--- config.mk ---
export PLATFORM = sky130hd
export DESIGN_NAME = timed_io_port
export DESIGN_NICKNAME = d
export VERILOG_FILES = /design/src/tio_pkg.sv /design/src/timed_io_port.sv
export SDC_FILE = /design/constraint.sdc
export NUM_CORES = 2
export LEC_CHECK = 0
export ABC_AREA = 1
export BUFFER_PORTS_ARGS = -buffer_cell sky130_fd_sc_hd__clkbuf_2
export CAP_MARGIN = 30
export CORE_UTILIZATION = 59
export CTS_BUF_LIST = sky130_fd_sc_hd__clkbuf_4 sky130_fd_sc_hd__clkbuf_8
export CTS_CLUSTER_SIZE = 28
export DETAILED_ROUTE_END_ITERATION = 10
export GPL_TIMING_DRIVEN = 1
export PLACE_DENSITY = 0.76
export SLEW_MARGIN = 5
export SYNTH_ARGS = -nofsm -noshare
export SYNTH_HDL_FRONTEND = slang
export SYNTH_SLANG_ARGS = --single-unit
--- constraint.sdc ---
create_clock -name ref_clk -period 35.3 [get_ports ref_clk]
set_clock_uncertainty 0.2 [all_clocks]
set_input_delay 1.765 -clock ref_clk [delete_from_list [all_inputs] [get_ports ref_clk]]
set_output_delay 1.765 -clock ref_clk [all_outputs]
set_load 0.05 [all_outputs]
--- src/tio_pkg.sv ---
// Shared constants, register map and state layout of the timed I/O port block
package tio_pkg;
   // ******************************
   // Port geometry
   // ******************************
   localparam int unsigned NPORT = 6;
   localparam int unsigned NCLK  = 6;
   localparam int unsigned PW [NPORT] = '{1, 1, 4, 8, 16, 32};
   localparam int unsigned PB [NPORT] = '{0, 1, 0, 0, 0, 0};
   localparam int unsigned LINK_LO = 28;
   // ******************************
   // Register map
   // ******************************
   localparam logic [3:0]  AREA_PORT = 4'h0;
   localparam logic [3:0]  AREA_CLK  = 4'h1;
   localparam logic [11:0] OFS_GLOB  = 12'h200;
   localparam logic [1:0]  REG_CTRL  = 2'h0;
   localparam logic [1:0]  REG_DATA  = 2'h1;
   localparam logic [1:0]  REG_TIME  = 2'h2;
   localparam logic [1:0]  REG_STAMP = 2'h3;
   // Control fields
   localparam int unsigned F_EN = 0;
   localparam int unsigned F_OUT = 1;
   localparam int unsigned F_OC = 2;
   localparam int unsigned F_TIMED = 3;
   localparam int unsigned F_SIN = 4;
   localparam int unsigned F_SOUT = 5;
   localparam int unsigned F_COND = 6;
   localparam int unsigned F_CSEL = 8;
   localparam int unsigned F_BUSY = 16;
   localparam logic [1:0] COND_NONE = 2'h0;
   localparam logic [1:0] COND_EQ   = 2'h1;
   localparam logic [1:0] COND_NE   = 2'h2;
   localparam logic [1:0] SRC_REF   = 2'h0;
   localparam logic [1:0] SRC_PIN0  = 2'h1;
   localparam logic [1:0] SRC_PIN1  = 2'h2;
   localparam logic [2:0] CSEL_RST  = 3'h0;
   // ******************************
   // Block state
   // ******************************
   typedef struct packed {
      logic [NPORT-1:0][10:0] ctrl;
      logic [NPORT-1:0][31:0] xfer;
      logic [NPORT-1:0][31:0] rdat;
      logic [NPORT-1:0][31:0] drv;
      logic [NPORT-1:0][15:0] tim;
      logic [NPORT-1:0][15:0] cnt;
      logic [NPORT-1:0][15:0] stamp;
      logic [NPORT-1:0][5:0]  left;
      logic [NPORT-1:0]       busy;
      logic [NPORT-1:0]       evt;
      logic [NPORT-1:0]       sout;
      logic [NCLK-1:0][9:0]   ccfg;
      logic [NCLK-1:0][7:0]   cdiv;
      logic [31:0]            s1;
      logic [31:0]            s2;
      logic [NPORT-1:0]       t1;
      logic [NPORT-1:0]       t2;
      logic [1:0]             pprev;
      logic                   link_en;
      logic [11:0]            aaddr;
      logic                   awr;
      logic [31:0]            rdata;
      logic                   rdy;
      logic [31:0]            pin_o;
      logic [31:0]            pin_oe_n;
   } tio_state_s;
endpackage

--- src/timed_io_port.sv ---
// Timed I/O ports with clock blocks, pin sharing and an AHB-Lite register slave
`timescale 1ns/1ns
module timed_io_port (
   input  wire logic                      ref_clk,
   input  wire logic                      rstn,
   input  wire logic                      hsel,
   input  wire logic [31:0]               haddr,
   input  wire logic [1:0]                htrans,
   input  wire logic                      hwrite,
   input  wire logic [2:0]                hsize,
   input  wire logic [31:0]               hwdata,
   input  wire logic                      hready,
   output logic      [31:0]               hrdata,
   output logic                           hreadyout,
   output logic                           hresp,
   input  wire logic [31:0]               pin_i,
   output logic      [31:0]               pin_o,
   output logic      [31:0]               pin_oe_n,
   input  wire logic [tio_pkg::NPORT-1:0] strobe_input,
   output logic      [tio_pkg::NPORT-1:0] strobe_output,
   output logic      [tio_pkg::NPORT-1:0] port_event
);
   import tio_pkg::*;

   tio_state_s q;
   tio_state_s d;
   logic [NCLK-1:0] tk;

   // ******************************
   // Next state
   // ******************************
   always_comb begin
      logic [31:0] m;
      logic [31:0] v;
      logic        go;
      logic        ok;
      logic [2:0]  sel;
      logic [1:0]  pnow;
      int          own;
      int          p;
      d = q;
      m = '0;
      v = '0;
      go = 1'b0;
      ok = 1'b0;
      sel = '0;
      own = 0;
      p = 0;
      // Two flops on every pin and strobe before use
      d.s1 = pin_i;
      d.s2 = q.s1;
      d.t1 = strobe_input;
      d.t2 = q.t1;
      pnow = {q.s2[PB[1]], q.s2[PB[0]]};
      d.pprev = pnow;
      // Clock blocks: block zero ticks every reference cycle
      tk = '0;
      tk[0] = 1'b1;
      for (int b = 1; b < NCLK; b++) begin
         case (q.ccfg[b][9:8])
            SRC_REF:  go = 1'b1;
            SRC_PIN0: go = pnow[0] & ~q.pprev[0];
            SRC_PIN1: go = pnow[1] & ~q.pprev[1];
            default:  go = 1'b0;
         endcase
         if (go) begin
            if (q.cdiv[b] == q.ccfg[b][7:0]) begin
               tk[b] = 1'b1;
               d.cdiv[b] = '0;
            end else begin
               d.cdiv[b] = q.cdiv[b] + 8'h01;
            end
         end
      end
      // Ports
      d.evt = '0;
      d.sout = '0;
      for (int i = 0; i < NPORT; i++) begin
         m = 32'hffffffff >> (32 - PW[i]);
         v = (q.s2 >> PB[i]) & m;
         sel = q.ctrl[i][F_CSEL+:3];
         go = q.ctrl[i][F_EN] && sel < 3'(NCLK) && tk[sel];
         if (go) begin
            d.cnt[i] = q.cnt[i] + 16'h0001;
         end
         case (q.ctrl[i][F_COND+:2])
            COND_EQ: ok = (v == (q.tim[i] & m[15:0])) || PW[i] > 16;
            COND_NE: ok = (v != q.rdat[i]);
            default: ok = 1'b1;
         endcase
         if (q.ctrl[i][F_OUT]) begin
            ok = 1'b1;
         end
         if (go && q.busy[i] && ok
             && (!q.ctrl[i][F_TIMED] || q.cnt[i] == q.tim[i])
             && (!q.ctrl[i][F_SIN] || q.t2[i])) begin
            d.ctrl[i][F_TIMED] = 1'b0;
            d.left[i] = q.left[i] - 6'h01;
            if (q.ctrl[i][F_OUT]) begin
               d.drv[i] = q.xfer[i] & m;
               d.xfer[i] = q.xfer[i] >> PW[i];
               d.sout[i] = q.ctrl[i][F_SOUT];
            end else begin
               d.xfer[i] = (q.xfer[i] >> PW[i]) | (v << (32 - PW[i]));
            end
            if (q.left[i] == 6'h01) begin
               d.busy[i] = 1'b0;
               d.evt[i] = 1'b1;
               d.stamp[i] = q.cnt[i];
               if (!q.ctrl[i][F_OUT]) begin
                  d.rdat[i] = d.xfer[i];
               end
            end
         end
      end
      // Pin ownership: narrowest enabled port wins, link beats all
      for (int k = 0; k < 32; k++) begin
         own = -1;
         for (int i = NPORT - 1; i >= 0; i--) begin
            if (q.ctrl[i][F_EN] && k >= PB[i] && k < PB[i] + PW[i]) begin
               own = i;
            end
         end
         d.pin_o[k] = 1'b0;
         d.pin_oe_n[k] = 1'b1;
         if (q.link_en && k >= LINK_LO) begin
            own = -1;
         end
         if (own >= 0) begin
            p = own;
            if (q.ctrl[p][F_OUT]) begin
               if (q.ctrl[p][F_OC]) begin
                  d.pin_oe_n[k] = q.drv[p][k - PB[p]];
               end else begin
                  d.pin_o[k] = q.drv[p][k - PB[p]];
                  d.pin_oe_n[k] = 1'b0;
               end
            end
         end
      end
      // ******************************
      // AHB-Lite slave, zero wait states
      // ******************************
      d.rdy = 1'b1;
      if (q.awr) begin
         p = int'(q.aaddr[6:4]);
         if (q.aaddr[11:8] == AREA_PORT && p < NPORT) begin
            case (q.aaddr[3:2])
               REG_CTRL: d.ctrl[p] = hwdata[10:0];
               REG_DATA: begin
                  d.xfer[p] = hwdata;
                  d.busy[p] = 1'b1;
                  d.left[p] = 6'(32 / PW[p]);
               end
               REG_TIME: d.tim[p] = hwdata[15:0];
               default: ;
            endcase
         end else if (q.aaddr[11:8] == AREA_CLK && q.aaddr[4:2] != 3'h0
                      && int'(q.aaddr[4:2]) < NCLK) begin
            d.ccfg[q.aaddr[4:2]] = hwdata[9:0];
         end else if (q.aaddr == OFS_GLOB) begin
            d.link_en = hwdata[0];
         end
      end
      d.awr = 1'b0;
      if (hsel && htrans[1] && hready) begin
         d.aaddr = haddr[11:0];
         d.awr = hwrite;
         d.rdata = '0;
         p = int'(haddr[6:4]);
         if (haddr[11:8] == AREA_PORT && p < NPORT) begin
            case (haddr[3:2])
               REG_CTRL:  d.rdata = {15'h0, q.busy[p], 5'h0, q.ctrl[p]};
               REG_DATA:  d.rdata = q.rdat[p];
               REG_TIME:  d.rdata = {16'h0, q.cnt[p]};
               REG_STAMP: d.rdata = {16'h0, q.stamp[p]};
               default:   d.rdata = '0;
            endcase
         end else if (haddr[11:8] == AREA_CLK && int'(haddr[4:2]) < NCLK) begin
            d.rdata = {22'h0, q.ccfg[haddr[4:2]]};
         end else if (haddr[11:0] == OFS_GLOB) begin
            d.rdata = {31'h0, q.link_en};
         end
      end
   end

   // ******************************
   // State register
   // ******************************
   always_ff @(posedge ref_clk) begin
      if (!rstn) begin
         q <= '0;
         q.rdy <= 1'b1;
         q.pin_oe_n <= '1;
      end else begin
         q <= d;
      end
   end

   assign hrdata = q.rdata;
   assign hreadyout = q.rdy;
   assign hresp = 1'b0;
   assign pin_o = q.pin_o;
   assign pin_oe_n = q.pin_oe_n;
   assign strobe_output = q.sout;
   assign port_event = q.evt;
endmodule

Word-level counts from Yosys, hierarchy flattened
Memory sizes are Yosys's and may differ from the RTL's.
Index checks and enable logic that the tools add are counted.

operators by class
  reductions and logical operators = 128
  bitwise operators = 41
  muxes and demuxes = 287
  add/subtract/negate cells = 49
  divide/modulo/power cells = 1
  equal/unequal tests = 58
  magnitude comparators = 76
  $mul = 0
  shift-type cells = 0

operators with widths
  operator               number
  $mux 32                52
  $lt 32x6->1 const B    32
  $bmux 32 s3            8
  $sub 5x32->32 const A  16
  $mux 251               2
  $bmux 11 s3            8
  $ge 32x4->1 const B    8
  $sub 4x32->32 const A  8
  $ge 32x1->1 const B    7
  $lt 32x5->1 const B    7
  $not 32->32            7
  $bwmux 192             1
  $mux 192               1
  $bmux 1 s5             32
  $pmux 32 s4            1
  $sub 3x32->32 const A  4
  $mux 42                3
  $mux 1                 114
  $eq 16x16->1           7
  $add 16x1->16 const B  6
  $bmux 16 s3            2
  $bwmux 96              1
  $demux 32 s3           1
  $bwmux 66              1
  other kinds (57)       311

storage, ports and cells
  flip-flop bits (word level) = 1143
  memories kept = 8
  bits in latches = 0
  memory bits (writable) = 0
  bits in read-only memories = 2048
  logic and storage cells = 750
  bits of input ports = 112
  output and inout bits = 110

memories
  name              words  width  rd ports  clocked after Yosys merged registers in  write ports  RTL line              source
  (name not given)  8      32     1         0                                        0            timed_io_port.sv:135  d.pin_o[k] = q.drv[p][k - PB[p]];
  (name not given)  8      32     1         0                                        0            timed_io_port.sv:135
  (name not given)  8      32     1         0                                        0            timed_io_port.sv:135
  (name not given)  8      32     1         0                                        0            timed_io_port.sv:135
  (name not given)  8      32     1         0                                        0            timed_io_port.sv:135
  (name not given)  8      32     1         0                                        0            timed_io_port.sv:135
  +2 memories       -      -      -         -                                        -            -

Longest topological paths before layout
  depth in word-level cells = 16
  gate-level depth with buffers = 300

Least setup slack after synthesis
No wires, ideal clock.

  kind = reg2reg
  start = reg q[104] (netlist name)
  end = reg q[321] (netlist name)
  required time = 34986 ps
  library setup time = 114 ps
  arrival = 32066 ps
  stages on the path, launching flop included = 259
  slack = 2921 ps
  cells stage by stage = dfxtp_1 > buf_6 > inv_6 > nand2_2 > clkbuf_8 > clkbuf_1 > clkbuf_1 > ha_1 > clkbuf_1 > inv_1 > nand3_1 > nand2_2 > nand2_1 > nand2_1 > nand2_1 > nand2_1 > nand2_4 > nand3_4 > [223 not listed] > nor2_4 > nand2_2 > nor2_4 > nand2_4 > buf_6 > o21ai_0 > inv_1 > ha_1 > nand2_1 > o211ai_1 > nand3_1 > nand3_1 > nand3_1 > nand2_1 > nor2_2 > nand2_2 > o21bai_1 > inv_1

between the ends
  cells in the longest elaborated chain, start to end = 9
  elaborated cells between the ends (all ways) = 16
  classes of those cells = div (1); order compare (3); mux (8); bitwise (1); reduce/logical (2); memory (1)

ends and longest elaborated chain
  item                                         RTL line              source
  start, declared                              timed_io_port.sv:25   tio_state_s q;
  $not 3->32 (implied by the code)             timed_io_port.sv:153  d.left[p] = 6'(32 / PW[p]);
  $mem_v2 8x32                                 -
  $mux 32 (implied by the code) (2 in series)  timed_io_port.sv:153
  $div 6x32->32                                timed_io_port.sv:153
  $bwmux 36                                    timed_io_port.sv:153
  $mux 42                                      timed_io_port.sv:148  case (q.aaddr[3:2])
  $mux 42 (*)                                  timed_io_port.sv:147  if (q.aaddr[11:8] == AREA_PORT && p < NPORT) begin
  $mux 42 (*)                                  timed_io_port.sv:145  if (q.awr) begin

Every way passes the cells marked *; elsewhere a longest branch is shown, timed or not. The select of a mux whose other input is x is not followed.
A chain may end at the register's enable or synchronous reset.

Worst setup path after layout
  start = reg q[103] (netlist name)
  end = reg q[345] (netlist name)

Same word-level chain as after synthesis.

==> impl_metrics.toml <==
[critical_path]
rrSetupSlack_ps = 2910
rr_worst_depth = 231
slowest_delay_ps = 380
crit_path_start_kind = "register"
slowest_stage = "dfxtp_2"
path_class = "register to register"
crit_arrival_ps = 33030
r2r-start = "q[103]"
cp_common_cell = "nand2_1"
cp_max_fo = 26
critPathRequiredTime_ps = 35940
end_kind = "register"
r2r_end = "q[345]"

[floorplan]
coreArea_um2 = 122500
dieArea_um2 = 125600
start_util_pct = 59.80
die_h_um = 354.4
die_x_um = 354.4
ios = 222
num_rows = 128

[logic_synthesis]
yosysSeqAreaShare_pct = 31.20
netlist.area_leader.share_pct = 31.20
async_flop_share_pct = 0
ys_ff_latch = 1142
syn_area_um2 = 73270
yosys.area.top_type = "dfxtp_1"
syn_inst = 10999
ys_top_cells_by_area = "dfxtp_1, nand2_1, inv_1, o21ai_0, nor2_1"
ys.flop_type = "dfxtp_1"
synth_most_common_cell = "nand2_1"
synth_area_per_cell_um2 = 6.661
synthTopCellsByCount = "nand2_1, inv_1, dfxtp_1"
yosysWarnings = 0
synth_edf_count = 0
synth_cell_types = 83

[power_and_ir_drop]
power_leakage_nw = 36.30
power_mw = 7.223
peakVddDrop_mv = 0.1984
powerDensity_nw_per_um2 = 92.70

[clock_tree]
numCtsBuffers = 175
cts_tree = "built"
cts_max_path_buffers = 3
ctsHoldBuffers = 0
clock-root-buffer = "clkbuf_8"
cts_num_sinks = 1142
clkSlewWorstSetupHoldPaths_ps = 70
h-tree-depth = 4
insertion_delay_ps = 920

[detailed_routing]
viasPerCell = 5.958
drc = 0
ant_nets = 0
drt_iter0_markers = 9323
wl_per_cell_um = 20.62
drt_first_pass_iters = 9
vias = 75373
routed_wl_um = 260900

[hold_path]
worstHoldPathCells = 2
hp-class = "register to register"
whs_endpoint = "q[113]"
hp-start = "d[113]"

[finish]
fill_cells = 11625
area_growth_pct = 6.355
nets = 11099
drive_gt1_share_pct = 13.76
fin_area_um2 = 77920

[place]
gp_congestion = 1.022
io_buffers = 195
hpwl_um = 188700
place_area_um2 = 73860

[global_route]
grt_pass1_wl_um = 393000
grt_pass1_vias = 68532
antenna_found_initial = 19
overflow = 0
grt_max_degree = 200
track_usage_pct = 39.88

[sta]
period_minus_slack_ps = 32390
max_freq_ghz = 0.03087
worst_pin_slew_ps = 1163
setup_viol = 0
slew_headroom_pct = 21.43
drv_slew = 0
hold_viol_final = 0
fin_crit_sh_pct = 91.75

[flow_run]
max_cap_viol_count = 0

[status]
outcome = "finished, final reports clean"
critical path: cells and delay by family (launching register included):
| family | cells | cell delay, ps |
|---|---|---|
| flops | 1 | 380 |
| fa+ha+maj | 23 | 6980 |
| buf+inv | 38 | 3060 |
| compound gates | 27 | 4870 |
| simple gates | 142 | 16550 |
| xor+xnor | 1 | 170 |
where the power goes:
part	switching, mW	internal [mW]
clock network	0.546	0.629
logic	3.34	1.41
registers	0.00594	1.29
total	3.89	3.34
flip-flops by register name (all words and copies together) (netlist names):
signal and flops:
pin_o 32, d 40, hrdata 32, q 994, port_event 6, strobe_output 6, pin_oe_n 32
routing by layer:
metal | wire length [µm] | global-route usage [%]
met1 | 101700 | 49.99
met2 | 113900 | 62.23
met3 | 26450 | 8.026
met4 | 18710 | 26.10
met5 | 115 | 0
repair_timing:
item	in CTS	in global routing
endpoints found under the hold margin	0	0
gates resized for setup	0	18
buffers inserted	0	15
endpoints found under the setup margin	0	11
stage by stage:
step	setup slack (ps)	TNS, ps	cells	hold slack (ps)	utilization, %
after floorplan	2921	0	11000	190.5	-
after global placement	1478	0	12298	191.2	60.13
after detailed placement	641.1	0	12313	196.2	60.28
after CTS	472.5	0	12618	162.6	63.31
after global routing	-47.44	-47.44	12647	182.7	63.59
final	2911	0	12651	162.0	63.60
cell families (layout without fill, tap and decap cells):
kind of cell / Yosys count / in the layout / synth area share, %
simple gates: 5021 / 5027 / 33.36
fa+ha+maj: 96 / 96 / 1.650
other cells: 2 / 10 / 0.01025
compound gates: 2349 / 2349 / 18.51
flops: 1142 / 1142 / 31.20
buf+inv: 2206 / 2219 / 13.07
xor+xnor: 183 / 183 / 2.198
worst max-delay path by stage:
| stage | from | end | cells past startpoint |
|---|---|---|---|
| after floorplan | q[104] | q[321] | 258 |
| after global placement | q[103] | q[345] | 231 |
| after detailed placement | q[103] | q[345] | 231 |
| after CTS | q[103] | q[345] | 231 |
| after global routing | q[103] | q[345] | 233 |
| final | q[103] | q[345] | 231 |
cells in the final DEF (no fill, tap or decap), drive strengths merged, types with 6 or more instances in the layout:
master | Yosys | layout
a21oi | 812 | 812
clkinvlp | 1 | 6
a311oi | 9 | 9
a211oi | 125 | 125
a32o | 6 | 6
a2111oi | 7 | 7
nand3b | 39 | 39
inv | 1511 | 1517
o31ai | 25 | 25
o21a | 19 | 19
a22oi | 8 | 8
xor2 | 89 | 89
o221ai | 57 | 57
o22ai | 41 | 41
xnor2 | 94 | 94
nor3 | 132 | 132
nor4 | 77 | 77
clkbuf | 437 | 467
nor3b | 21 | 21
nand3 | 846 | 851
diode | 0 | 7
o41ai | 16 | 16
ha | 95 | 95
o21bai | 30 | 30
nand4 | 238 | 238
o211ai | 150 | 150
o2111ai | 9 | 9
o21ai | 970 | 970
a221oi | 38 | 38
clkinv | 53 | 73
a31oi | 10 | 10
nand2 | 2415 | 2416
buf | 201 | 152
nor2 | 1222 | 1222
dfxtp | 1142 | 1142
or2 | 20 | 20
cell type report:
class	instances	area, µm²	share of cell area (%)
Multi-Input combinational cell	7658	41050	52.68
Tap cell	1625	2033	2.609
Inverter	1568	5969	7.661
Antenna cell	7	17.52	0.02248
Clock inverter	32	265.3	0.3404
Sequential cell	1142	22860	29.34
Timing Repair Buffer	346	2277	2.922
Clock buffer	273	3445	4.421
Note: power is estimated with default switching activity, not from simulation.
